==> src/inc/dpf_pkg.sv <==
`default_nettype none
// Shared constants for the dual pin PWM / square wave block
package dpf_pkg;
  // Clock and timebase
  localparam int unsigned CLK_PERIOD_NS = 4;
  localparam int unsigned TICK_PERIOD_NS = 1000;
  // Least time rounds up to whole cycles
  localparam int unsigned TICK_CYCLES = (TICK_PERIOD_NS + CLK_PERIOD_NS - 1) / CLK_PERIOD_NS;
  localparam logic [7:0] TICK_CNT_LAST = 8'(TICK_CYCLES - 1);
  localparam logic [31:0] CLK_HZ = 32'h0ee6_b280;     // 250 MHz
  localparam logic [31:0] SQ_MAX_HZ = 32'h003d_0900;  // 4 MHz

  // Register byte addresses
  localparam logic [7:0] ADDR_CTRL = 8'h00;
  localparam logic [7:0] ADDR_PERIOD = 8'h04;
  localparam logic [7:0] ADDR_DUTY0 = 8'h08;
  localparam logic [7:0] ADDR_DUTY1 = 8'h0c;
  localparam logic [7:0] ADDR_SQFREQ = 8'h10;
  localparam logic [7:0] ADDR_STATUS = 8'h14;
  localparam logic [7:0] ADDR_COUNT = 8'h18;

  // Control field layout: two bits of pin function per pin
  localparam int unsigned CTRL_FUNC_W = 2;
  localparam int unsigned CTRL_W = 4;

  // Reset values
  localparam logic [3:0] CTRL_RST = 4'h0;
  // Short reset period so the first boundary comes soon after reset
  localparam logic [31:0] PERIOD_RST = 32'h0000_0064;
  localparam logic [31:0] DUTY_RST = 32'h0000_0000;
  localparam logic [31:0] SQFREQ_RST = 32'h0000_0000;

  // Pin function select encodings
  typedef enum logic [1:0] {
    DPF_FN_OFF,
    DPF_FN_PWM,
    DPF_FN_SQ,
    DPF_FN_RSVD
  } dpf_func_t;

  // Pin function of one pin out of the control word
  function automatic dpf_func_t dpf_pin_func(input logic [3:0] ctrl, input int idx);
    dpf_pin_func = dpf_func_t'(ctrl[CTRL_FUNC_W*idx +: CTRL_FUNC_W]);
  endfunction

  // A period of zero runs at the fastest rate, one timebase step
  function automatic logic [31:0] dpf_eff_period(input logic [31:0] p);
    dpf_eff_period = (p == 32'h0) ? 32'h0000_0001 : p;
  endfunction
endpackage
`default_nettype wire

==> src/inc/dpf_link_if.sv <==
`timescale 1ns/1ns
`default_nettype none
// Carries the timebase tick and the square wave between the block's modules
interface dpf_link_if (
  input wire logic clock,
  input wire logic rst_b
);
  logic tick;
  logic [31:0] sq_square_wave_output;
  logic sq_wave;
  modport tick_src (input clock, input rst_b, output tick);
  modport sq_gen (input clock, input rst_b, input sq_square_wave_output, output sq_wave);
  modport core (input tick, input sq_wave, output sq_square_wave_output);
endinterface
`default_nettype wire

==> src/design/dpf_tick_gen.sv <==
`timescale 1ns/1ns
`default_nettype none
// One cycle enable at 1 MHz out of the 250 MHz clock
module dpf_tick_gen (
  // Link to the core
  dpf_link_if.tick_src link
);
  typedef struct packed {
    logic [7:0] cnt;
    logic tick;
  } dpf_tick_state_t;

  dpf_tick_state_t st_reg;
  dpf_tick_state_t st_next;

  // Divider: the tick is registered so the core sees a clean pulse
  always_comb begin
    st_next = st_reg;
    st_next.tick = 1'b0;
    if (st_reg.cnt == dpf_pkg::TICK_CNT_LAST) begin
      st_next.cnt = 8'h00;
      st_next.tick = 1'b1;
    end else begin
      st_next.cnt = st_reg.cnt + 8'h01;
    end
  end

  // State register
  always_ff @(posedge link.clock or negedge link.rst_b) begin
    if (!link.rst_b) begin
      st_reg <= '0;
    end else begin
      st_reg <= st_next;
    end
  end

  assign link.tick = st_reg.tick;
endmodule
`default_nettype wire

==> src/design/dpf_sqwave.sv <==
`timescale 1ns/1ns
`default_nettype none
// Square wave from a rate accumulator; each edge adds twice the frequency
module dpf_sqwave (
  // Link to the core
  dpf_link_if.sq_gen link
);
  typedef struct packed {
    logic [31:0] acc;
    logic wave;
    logic [7:0] hold;
  } dpf_sq_state_t;

  dpf_sq_state_t st_reg;
  dpf_sq_state_t st_next;
  logic [31:0] square_wave_output_clamped;
  logic [31:0] sum;

  // Frequencies above the top rate are clamped so high and low never drop under 31 cycles
  assign square_wave_output_clamped = (link.sq_square_wave_output > dpf_pkg::SQ_MAX_HZ) ? dpf_pkg::SQ_MAX_HZ : link.sq_square_wave_output;
  assign sum = st_reg.acc + {square_wave_output_clamped[30:0], 1'b0};

  // Toggle each time the accumulator passes the clock rate; average mark-space is even
  always_comb begin
    st_next = st_reg;
    if (link.sq_square_wave_output == 32'h0) begin
      st_next.acc = 32'h0;
      st_next.wave = 1'b0;
    end else if (sum >= dpf_pkg::CLK_HZ) begin
      st_next.acc = sum - dpf_pkg::CLK_HZ;
      st_next.wave = ~st_reg.wave;
    end else begin
      st_next.acc = sum;
    end
    // Level age, saturating; only the checks read it
    if (st_next.wave != st_reg.wave) begin
      st_next.hold = 8'h00;
    end else if (st_reg.hold != 8'hff) begin
      st_next.hold = st_reg.hold + 8'h01;
    end
  end

  // State register
  always_ff @(posedge link.clock or negedge link.rst_b) begin
    if (!link.rst_b) begin
      st_reg <= '0;
    end else begin
      st_reg <= st_next;
    end
  end

  assign link.sq_wave = st_reg.wave;
endmodule
`default_nettype wire

==> src/design/dpf_core.sv <==
`timescale 1ns/1ns
`default_nettype none
// How it works
// - Each of two pins carries PWM, square wave or nothing, chosen by software.
// - PWM period counter and compare values are 32 bits wide.
// - PWM counter advances once per 1 MHz timebase tick.
// - Software sets PWM period in ticks; one tick gives the 1 MHz top rate.
// - Duty zero holds the pin low; a nonzero duty at or above period holds it high.
// - Both pins share one period; each pin has its own duty value.
// - Square wave runs 0 Hz to 4 MHz with high and low times equal on average (31 and 32 cycles at 4 MHz).
module dpf_core (
  // Clock and reset
  input wire logic clock,
  input wire logic rst_b,
  // Register port
  input wire logic [7:0] reg_addr,
  input wire logic [31:0] reg_wdata,
  input wire logic reg_wr,
  input wire logic reg_rd,
  output logic [31:0] reg_rdata,
  // General purpose pins
  output logic [1:0] general_purpose_pin_out,
  output logic [1:0] general_purpose_pin_oe
);
  typedef struct packed {
    logic [3:0] ctrl;
    logic [31:0] period;
    logic [1:0][31:0] duty;
    logic [31:0] sqfreq;
    logic [31:0] act_period;
    logic [1:0][31:0] act_duty;
    logic [31:0] cnt;
    logic [1:0] pin_out;
    logic [1:0] pin_oe;
    logic [31:0] rdata;
  } dpf_core_state_t;

  dpf_core_state_t st_reg;
  dpf_core_state_t st_next;

  // Timebase and square wave helpers share one link
  dpf_link_if link (
    .clock(clock),
    .rst_b(rst_b)
  );

  dpf_tick_gen u_tick (
    .link(link)
  );

  dpf_sqwave u_sq (
    .link(link)
  );

  assign link.sq_square_wave_output = st_reg.sqfreq;

  // Register writes, read answer, PWM counter and pin routing
  always_comb begin
    st_next = st_reg;
    // Read data stand for one cycle only, zero otherwise
    st_next.rdata = 32'h0;

    if (reg_wr) begin
      case (reg_addr)
        dpf_pkg::ADDR_CTRL: begin
          st_next.ctrl = reg_wdata[dpf_pkg::CTRL_W-1:0];
        end
        dpf_pkg::ADDR_PERIOD: begin
          st_next.period = reg_wdata;
        end
        dpf_pkg::ADDR_DUTY0: begin
          st_next.duty[0] = reg_wdata;
        end
        dpf_pkg::ADDR_DUTY1: begin
          st_next.duty[1] = reg_wdata;
        end
        dpf_pkg::ADDR_SQFREQ: begin
          st_next.sqfreq = reg_wdata;
        end
        default: begin
        end
      endcase
    end

    if (reg_rd) begin
      case (reg_addr)
        dpf_pkg::ADDR_CTRL: begin
          st_next.rdata = {28'h0, st_reg.ctrl};
        end
        dpf_pkg::ADDR_PERIOD: begin
          st_next.rdata = st_reg.period;
        end
        dpf_pkg::ADDR_DUTY0: begin
          st_next.rdata = st_reg.duty[0];
        end
        dpf_pkg::ADDR_DUTY1: begin
          st_next.rdata = st_reg.duty[1];
        end
        dpf_pkg::ADDR_SQFREQ: begin
          st_next.rdata = st_reg.sqfreq;
        end
        dpf_pkg::ADDR_STATUS: begin
          st_next.rdata = {27'h0, st_reg.pin_oe, st_reg.pin_out, link.sq_wave};
        end
        dpf_pkg::ADDR_COUNT: begin
          st_next.rdata = st_reg.cnt;
        end
        default: begin
          st_next.rdata = 32'h0;
        end
      endcase
    end

    // Counter moves only on the tick
    if (link.tick) begin
      // Reload at the boundary so a new setting never cuts a period short
      if (st_reg.cnt + 32'h1 >= dpf_pkg::dpf_eff_period(st_reg.act_period)) begin
        st_next.cnt = 32'h0;
        st_next.act_period = st_next.period;
        st_next.act_duty = st_next.duty;
      end else begin
        st_next.cnt = st_reg.cnt + 32'h1;
      end
    end

    // Route each pin; a pin not given a function is released
    for (int i = 0; i < 2; i++) begin
      case (dpf_pkg::dpf_pin_func(st_next.ctrl, i))
        dpf_pkg::DPF_FN_PWM: begin
          // Compare against own duty; duty above period stays high
          st_next.pin_out[i] = st_next.cnt < st_next.act_duty[i];
          st_next.pin_oe[i] = 1'b1;
        end
        dpf_pkg::DPF_FN_SQ: begin
          // Square wave passed straight to the pin
          st_next.pin_out[i] = link.sq_wave;
          st_next.pin_oe[i] = 1'b1;
        end
        default: begin
          st_next.pin_out[i] = 1'b0;
          st_next.pin_oe[i] = 1'b0;
        end
      endcase
    end
  end

  // State register
  always_ff @(posedge clock or negedge rst_b) begin
    if (!rst_b) begin
      st_reg.ctrl <= dpf_pkg::CTRL_RST;
      st_reg.period <= dpf_pkg::PERIOD_RST;
      st_reg.duty <= {dpf_pkg::DUTY_RST, dpf_pkg::DUTY_RST};
      st_reg.sqfreq <= dpf_pkg::SQFREQ_RST;
      st_reg.act_period <= dpf_pkg::PERIOD_RST;
      st_reg.act_duty <= {dpf_pkg::DUTY_RST, dpf_pkg::DUTY_RST};
      st_reg.cnt <= 32'h0;
      st_reg.pin_out <= 2'h0;
      st_reg.pin_oe <= 2'h0;
      st_reg.rdata <= 32'h0;
    end else begin
      st_reg <= st_next;
    end
  end

  // Outputs straight from the state register
  assign reg_rdata = st_reg.rdata;
  assign general_purpose_pin_out = st_reg.pin_out;
  assign general_purpose_pin_oe = st_reg.pin_oe;
endmodule
`default_nettype wire

==> config.mk <==
export PLATFORM = sky130hd
export DESIGN_NAME = dpf_core
export DESIGN_NICKNAME = d
export VERILOG_FILES = /design/src/inc/dpf_pkg.sv /design/src/inc/dpf_link_if.sv /design/src/design/dpf_tick_gen.sv /design/src/design/dpf_sqwave.sv /design/src/design/dpf_core.sv
export SDC_FILE = /design/constraint.sdc
export NUM_CORES = 1
export LEC_CHECK = 0
export CAP_MARGIN = 5
export CORE_MARGIN = 5
export CORE_UTILIZATION = 65
export CTS_BUF_LIST = sky130_fd_sc_hd__clkbuf_16
export DETAILED_ROUTE_END_ITERATION = 8
export DONT_BUFFER_PORTS = 1
export GPL_TIMING_DRIVEN = 0
export PLACE_DENSITY = 0.82
export SYNTH_ARGS = -nofsm -noshare
export SYNTH_HDL_FRONTEND = slang
export SYNTH_SLANG_ARGS = --single-unit
==> constraint.sdc <==
create_clock -name clock -period 7.95 [get_ports clock]
set_input_delay 0.3975 -clock clock [delete_from_list [all_inputs] [get_ports clock]]
set_output_delay 0.3975 -clock clock [all_outputs]
set_load 0.01 [all_outputs]
==> impl_results.md, run 1 <==
- CTS Sinks: 337
- WHS: -0.449 ns
- Pins Over Slew Limit: 0
- GRT Residual Overflow: 0
- Pleak: 11.7 nW
- DR WL/cell: 23.5 µm
- Area growth syn-to-layout: 8.89%
- Synth area leader: dfrtp_1
- Clock Latency Late Sink: 0.55 ns
- Total number of vias: 16800
- EDFF count, synth: 0
- Setup_tns: 0 ns
- Total power: 5.10 mW
- HPWL after DPL: 43400 µm
- GP Congestion: 0.952
- Cell row count: 64
- Violated checks: hold timing
- Logic pwr share: 0.313
- Setup Buffers After CTS: 0
- GRT Total Usage: 0.346
- Period minus WS final: 7.79 ns
- Top Layer Used: met4
- Top-area cell type share of the netlist area: 0.415
- Inserted Clock Buffers: 38
- DRT iter0 DRCs: 1776
- Met2 wire len: 27800 µm
- Peak supply drop: 169 µV
- WP data required: 8.32 ns
- Core ar.: 0.0304 mm²
- Net switching fraction of the power: 0.348
- FF-to-FF End: general_purpose_pin_out[1]$_DFF_PN0_
- DR DRC count: 0
- Diode count: 0
- Wl on met1: 23500 µm
- Initial antenna violation count: 0
- CTS tree: yes
- Final hold vios: 331
- Global-route wire length before repair: 92700 µm
- Rel. slew slack: 0.0398
- Clock share of power: 0.316
- Mapped Cells: 2067
- # port buffers: 0
- Setup slack, reg-to-reg: 0.16 ns
- Mean post-synth cell area: 9.66 µm²
- Clk buf depth: 3
- Worst-path fanout max: 10
- CP max-delay cell: nor4b_1
- Async set-reset flop share out of synthesis: 1.00
- Die area: 0.0343 mm²
- Num ports: 80
- Internal: 3.32 mW
- CP Data Arrival Time: 8.16 ns
- DRT Pass-1 Iters: 8
- Placed Cells: 2470
- Endpoint class of the critical path: register
- H-tree depth: 2
- Max Clock Skew: 0.0179 ns
- Met3 Routed Length: 5250 µm
- Post-synthesis cell type count: 93
- Final net count: 2299
- Post-route cell area: 0.0217 mm²
- Post-synthesis sequential area ratio: 0.423
- Final Non-Filler Cells: 2545
- CTS clk-pin slew, worst paths: 0.06 ns
- DR vias/cell: 6.62
- Max reg flops: 228
- Top post-synthesis cells by area: dfrtp_1, ha_1, mux2i_1
- Max-Cap Viols: 0
- DP Area: 0.0205 mm²
- Reg2reg start: st_reg[36]$_DFF_PN0_
- Setup CP Type: reg -> reg
- Net switching power: 1.77 mW
- Fmax: 128 MHz
- Vias in the first global route: 17000
- Root Buffer: clkbuf_16
- Largest net degree at the start of global routing: 338
- Crit-path max cell delay: 0.51 ns
- Post-DRT Antenna Nets: 0
- Chip height: 185 µm
- Worst slew pin tran: 1.44 ns
- Critical Path Most Common Cell: a21o_1
- Hold buffers post-CTS: 9
- Layout cell share with drive strength beyond 1: 0.109
- Yosys Warn Count: 0
- Pwr dens: 234 mW/mm²
- Status: finished with violations
- WL final: 59800 µm
- Final Setup Violations: 0
- Starting density of the core: 0.656
- Mapped cell area: 0.0200 mm²
- Crit start category: register
- Most used DFF post-synth: dfrtp_1
- Die Span X: 185 µm
- Final Cycle Share: 0.979
- Worst hold path type: in -> async
- Sequential group share of total power: 0.370
- Synth Register Bits: 337
- Worst-case reg-to-reg path depth: 31
-- Yosys cell counts, types with 9 or more instances --
| cell type | number |
|---|---|
| a221oi_1 | 30 |
| nand3_1 | 35 |
| nand2_1 | 165 |
| inv_1 | 119 |
| or2_2 | 12 |
| o31ai_1 | 13 |
| and2_1 | 21 |
| nand4_1 | 36 |
| mux2i_1 | 113 |
| ha_1 | 132 |
| nor2_1 | 150 |
| a21o_1 | 114 |
| or3_1 | 9 |
| buf_2 | 12 |
| dfrtp_1 | 331 |
| buf_4 | 38 |
| o21ai_1 | 9 |
| nand2b_1 | 21 |
| o2bb2ai_1 | 14 |
| nor3_1 | 24 |
| a21oi_1 | 175 |
| and3_1 | 11 |
| o21ai_0 | 92 |
| clkbuf_1 | 75 |
| xor2_1 | 21 |
| xnor2_1 | 34 |
| buf_1 | 17 |
| mux2_2 | 69 |
| a31oi_1 | 11 |
| nor4_1 | 16 |
| nor2b_1 | 11 |
-- how the worst max path moves through the flow --
stage	depth (start not counted)	from	to	slack, ns
2_1_floorplan	32	st_reg[36]$_DFF_PN0_	general_purpose_pin_out[1]$_DFF_PN0_	1.94
3_3_place_gp	30	st_reg[36]$_DFF_PN0_	general_purpose_pin_out[1]$_DFF_PN0_	-0.28
3_5_place_dp	30	st_reg[36]$_DFF_PN0_	general_purpose_pin_out[1]$_DFF_PN0_	-0.41
4_1_cts	28	st_reg[37]$_DFF_PN0_	general_purpose_pin_out[1]$_DFF_PN0_	0.01
5_1_grt	28	st_reg[36]$_DFF_PN0_	general_purpose_pin_out[0]$_DFF_PN0_	-0.006
6_report	31	st_reg[36]$_DFF_PN0_	general_purpose_pin_out[1]$_DFF_PN0_	0.16
-- critical path: cells and delay by family, from the launching register on --
family	cells	cell delay, ns
AND/OR/NAND/NOR	11	2.63
AO/OA/AOI/OAI	13	2.54
buffers and inverters	4	1.22
adder cells (fa/ha/maj)	2	0.66
flip-flops	1	0.39
XOR/XNOR	1	0.17
-- metrics by stage --
step / worst slack (ns) / util
final: 0.164 / 0.715
after global routing: -0.00623 / 0.715
after CTS: 0.0138 / 0.713
after detailed placement: -0.409 / 0.673
after global placement: -0.278 / 0.673
after floorplan: 1.94 / -
-- kinds of logic (layout without fill, tap and decap cells) --
group           after synthesis  in the layout  share of synthesized area
xor+xnor                     55             55                     0.0241
mux                         182            182                     0.0956
fa+ha+maj                   133            133                     0.0837
compound gates              555            555                      0.186
other cells                   1              8                   0.000188
buf+inv                     263            338                     0.0577
flops                       337            337                      0.423
simple gates                541            541                      0.130
-- cells in the final DEF, fill, tap and decap left out, drive strengths merged, types with 8 or more instances in the layout --
cell | synthesis | final
a21o | 114 | 114
a21oi | 179 | 179
a221oi | 30 | 30
a31oi | 12 | 12
and2 | 21 | 21
and3 | 12 | 12
buf | 68 | 67
clkbuf | 75 | 114
clkinv | 0 | 18
conb | 1 | 8
dfrtp | 331 | 331
dlygate4sd3 | 0 | 9
ha | 132 | 132
inv | 120 | 130
mux2 | 69 | 69
mux2i | 113 | 113
nand2 | 166 | 166
nand2b | 21 | 21
nand3 | 35 | 35
nand4 | 36 | 36
nor2 | 150 | 150
nor2b | 11 | 11
nor3 | 26 | 26
nor4 | 16 | 16
o211ai | 10 | 10
o21ai | 103 | 103
o2bb2ai | 14 | 14
o31ai | 16 | 16
or2 | 13 | 13
or3 | 9 | 9
xnor2 | 34 | 34
xor2 | 21 | 21
-- area by class of cell --
type                            instances  area, µm²
Tap cell                              396        495
Inverter                              120        450
Clock buffer                           39        976
Fill cell                            2274       8690
Sequential cell                       337       8440
Multi-Input combinational cell       1474      10400
Clock inverter                         28        140
Timing Repair Buffer                    9       90.1
Buffer                                142        708
-- power by group through the flow --
stage | Sequential [mW] | Clock (mW) | Combinational, mW
floorplan | 1.89 | 0 | 1.20
global placement | 1.91 | 0 | 1.50
detailed placement | 1.92 | 0 | 1.53
CTS | 1.89 | 1.62 | 1.55
global route | 1.90 | 1.70 | 1.73
finish | 1.89 | 1.61 | 1.60
-- repair_timing --
item / CTS / global route
cloned: 0 / 0
endpoints found under the setup margin: 2 / 2
hold endpoints to repair: 346 / 337
resized for setup: 4 / 17
-- layer usage --
layer / track usage / vias up
met5: 0 / -
met4: 0.171 / 0
met3: 0.0650 / 229
met2: 0.557 / 901
met1: 0.451 / 8257
li1: - / 7462
Power figures use the tool's default switching activity.
==> run 2: changes to the inputs <==
--- a/config.mk
+++ b/config.mk
@@ -6,8 +6,10 @@
 export NUM_CORES = 1
 export LEC_CHECK = 0
 export CAP_MARGIN = 5
+export CELL_PAD_IN_SITES_DETAIL_PLACEMENT = 1
+export CELL_PAD_IN_SITES_GLOBAL_PLACEMENT = 1
 export CORE_MARGIN = 5
-export CORE_UTILIZATION = 65
+export CORE_UTILIZATION = 51
 export CTS_BUF_LIST = sky130_fd_sc_hd__clkbuf_16
 export DETAILED_ROUTE_END_ITERATION = 8
 export DONT_BUFFER_PORTS = 1
==> run 2 against run 1 <==
Cell area increased by 2.4%. The run still ends with hold timing left. Critical path type unchanged. Combinational power increased by 4%. Largest power group unchanged. Clock power is 12% higher.
==> impl_results.md, run 2 (same netlist as run 1, synthesis figures left out) <==
- Reg2reg start: st_reg[38]$_DFF_PN0_
- Starting density of the core: 0.515 (-0.141)
- Peak supply drop: 178 µV (+5.3%)
- Setup slack, reg-to-reg: 0.25 ns (+0.09 ns)
- Worst-case reg-to-reg path depth: 25 (-19%)
- CTS Sinks: 337 (unchanged)
- Hold buffers post-CTS: 32 (+23)
- Worst Slack Setup Final: 0.249 ns (+0.0854 ns)
- Endpoint class of the critical path: register
- Top cell family by delay on the critical path: simple AND/OR/NAND/NOR gates
- Setup WS pre-CTS: -0.686 ns (-0.277 ns)
- Final net count: 2323 (+1.0%)
- Max Clock Skew: 0.0169 ns (-0.00104 ns)
- Filler instances: 4366 (+92%)
- Pleak: 11.8 nW (+1.4%)
- Num ports: 80 (unchanged)
- Vias in the first global route: 18300 (+7.4%)
- Worst Path Buf+Inv: 3 (-1)
- CTS clk-pin slew, worst paths: 0.06 ns (about the same)
- CP max-delay cell: clkbuf_1
- DR vias/cell: 6.27 (-5.3%)
- Violated checks: hold timing
- WP data required: 8.37 ns (+0.05 ns)
- Max-Cap Viols: 0 (unchanged)
- FF-to-FF End: general_purpose_pin_out[0]$_DFF_PN0_
- Critical Path Most Common Cell: nand2_1
- Initial antenna violation count: 0 (unchanged)
- CP startpoint: st_reg[38]$_DFF_PN0_
- Cell row count: 72 (+13%)
- Root Buffer: clkbuf_16
- Total power: 5.36 mW (+5.2%)
- Pwr dens: 241 mW/mm² (+2.7%)
- CTS tree: yes
- Layout cell share with drive strength beyond 1: 0.113 (+0.00376)
- Worst slew pin tran: 1.20 ns (-0.235 ns)
- Rel. slew slack: 0.197 (+0.157)
- Setup CP Type: reg -> reg
- Crit-path max cell delay: 0.57 ns (+0.06 ns)
- Largest net degree at the start of global routing: 338 (unchanged)
- GP Congestion: 0.920 (-3.4%)
- Clk buf depth: 3 (unchanged)
- Clock Latency Late Sink: 0.57 ns (+0.02 ns)
- Post-DRT Antenna Nets: 0 (unchanged)
- # port buffers: 0 (unchanged)
- DR DRC count: 0 (unchanged)
- Final Setup Violations: 0 (unchanged)
- WL final: 69000 µm (+15%)
- Final hold vios: 333 (+0.60%)
- Inserted Clock Buffers: 39 (+2.6%)
- Commonest non-fill, non-tap cell in the layout: dfrtp_1
- DRT iter0 DRCs: 1349 (-24%)
- Diode count: 0 (unchanged)
- Fmax: 130 MHz (+1.1%)
- Critical Path Stages: 25 (-19%)
- HPWL after DPL: 49500 µm (+14%)
- DR WL/cell: 25.6 µm (+9.0%)
- Critical Path Sink: general_purpose_pin_out[0]$_DFF_PN0_
- H-tree depth: 2 (unchanged)
- Worst hold path type: in -> async
- Area growth syn-to-layout: 11.5%
- Total number of vias: 16900 (+0.24%)
- Die area: 0.0432 mm² (+26%)
- CP Data Arrival Time: 8.12 ns (-0.04 ns)
- Chip height: 208 µm (+12%)
- Most frequent cells in the layout: dfrtp_1, a21oi_1, nand2_1
- Global-route wire length before repair: 107000 µm (+15%)
- Core ar.: 0.0387 mm² (+27%)
- Final Cycle Share: 0.969 (-0.0107)
- Crit start category: register
- RSZ-0062 raised after global routing: false
- Worst-path fanout max: 10 (unchanged)
- GRT Total Usage: 0.313 (-0.0327)
- Status: finished with violations
- GRT Residual Overflow: 0 (unchanged)
- Max reg flops: 228 (unchanged)
- Die Span X: 208 µm (+12%)
- Period minus WS final: 7.70 ns (-0.0854 ns)
- WHS: -0.474 ns (-0.0253 ns)
- Post-layout util: 0.575 (-0.140)
- Pins Over Slew Limit: 0 (unchanged)
- DRT Pass-1 Iters: 5 (-3)
## run 2: cell count changes in the layout (fill, tap and decap cells not counted), sizes merged
cell / previous run / this run
dlygate4sd3: 9 / 32
bufinv: 0 / 4
inv: 130 / 127
buf: 67 / 68
clkinvlp: 0 / 1
## run 2: worst min-delay path by stage
stage	to	start	slack (ns)
final	u_sq.st_reg[31]$_DFF_PN0_	rst_b	-0.47
after global routing	u_sq.st_reg[34]$_DFF_PN0_	rst_b	-0.48
after CTS	u_sq.st_reg[35]$_DFF_PN0_	rst_b	-0.48
after detailed placement	u_sq.st_reg[35]$_DFF_PN0_	rst_b	0.11
after global placement	u_sq.st_reg[35]$_DFF_PN0_	rst_b	0.11
after floorplan	general_purpose_pin_oe[0]$_DFF_PN0_	rst_b	0.10
## run 2: stage by stage
stage / instances / instance area (µm²) / setup TNS (ns)
CTS: 2694 / 22200 / 0
global placement: 2592 / 20600 / -0.732
global route: 2693 / 22300 / 0
finish: 2693 / 22300 / 0
floorplan: 2074 / 20000 / 0
detailed placement: 2592 / 20600 / -1.08
## run 2: cell type report
cell class              instances  area [µm²]  area share
plain buffers                 141         709      0.0319
clock buffers                  40        1000      0.0449
clock inverters                30         253      0.0113
inverters                     120         450      0.0202
multi-input cells            1474       10400       0.469
flip-flops and latches        337        8440       0.379
well taps                     518         648      0.0291
repair buffers                 33         325      0.0146
## run 2: timing repair
| item | in CTS | in global routing |
|---|---|---|
| hold endpoints to repair | 414 | 337 |
| resized for setup | 7 | 23 |
| endpoints found under the setup margin | 2 | 2 |
| setup buffers | 0 | 0 |
## run 2: layer usage
metal,track usage,wire length [µm],part of all wire
met1,0.388,28000,0.41
met2,0.536,33600,0.49
met3,0.0521,3910,0.057
met4,0.146,3400,0.049
met5,0,0,0
## run 2: power breakdown
part	internal (mW)	total, mW	leakage [nW]	switching (mW)
Combinational	0.612	1.66	7.09	1.05
Clock	1.04	1.81	0.639	0.767
Sequential	1.83	1.89	4.12	0.0633
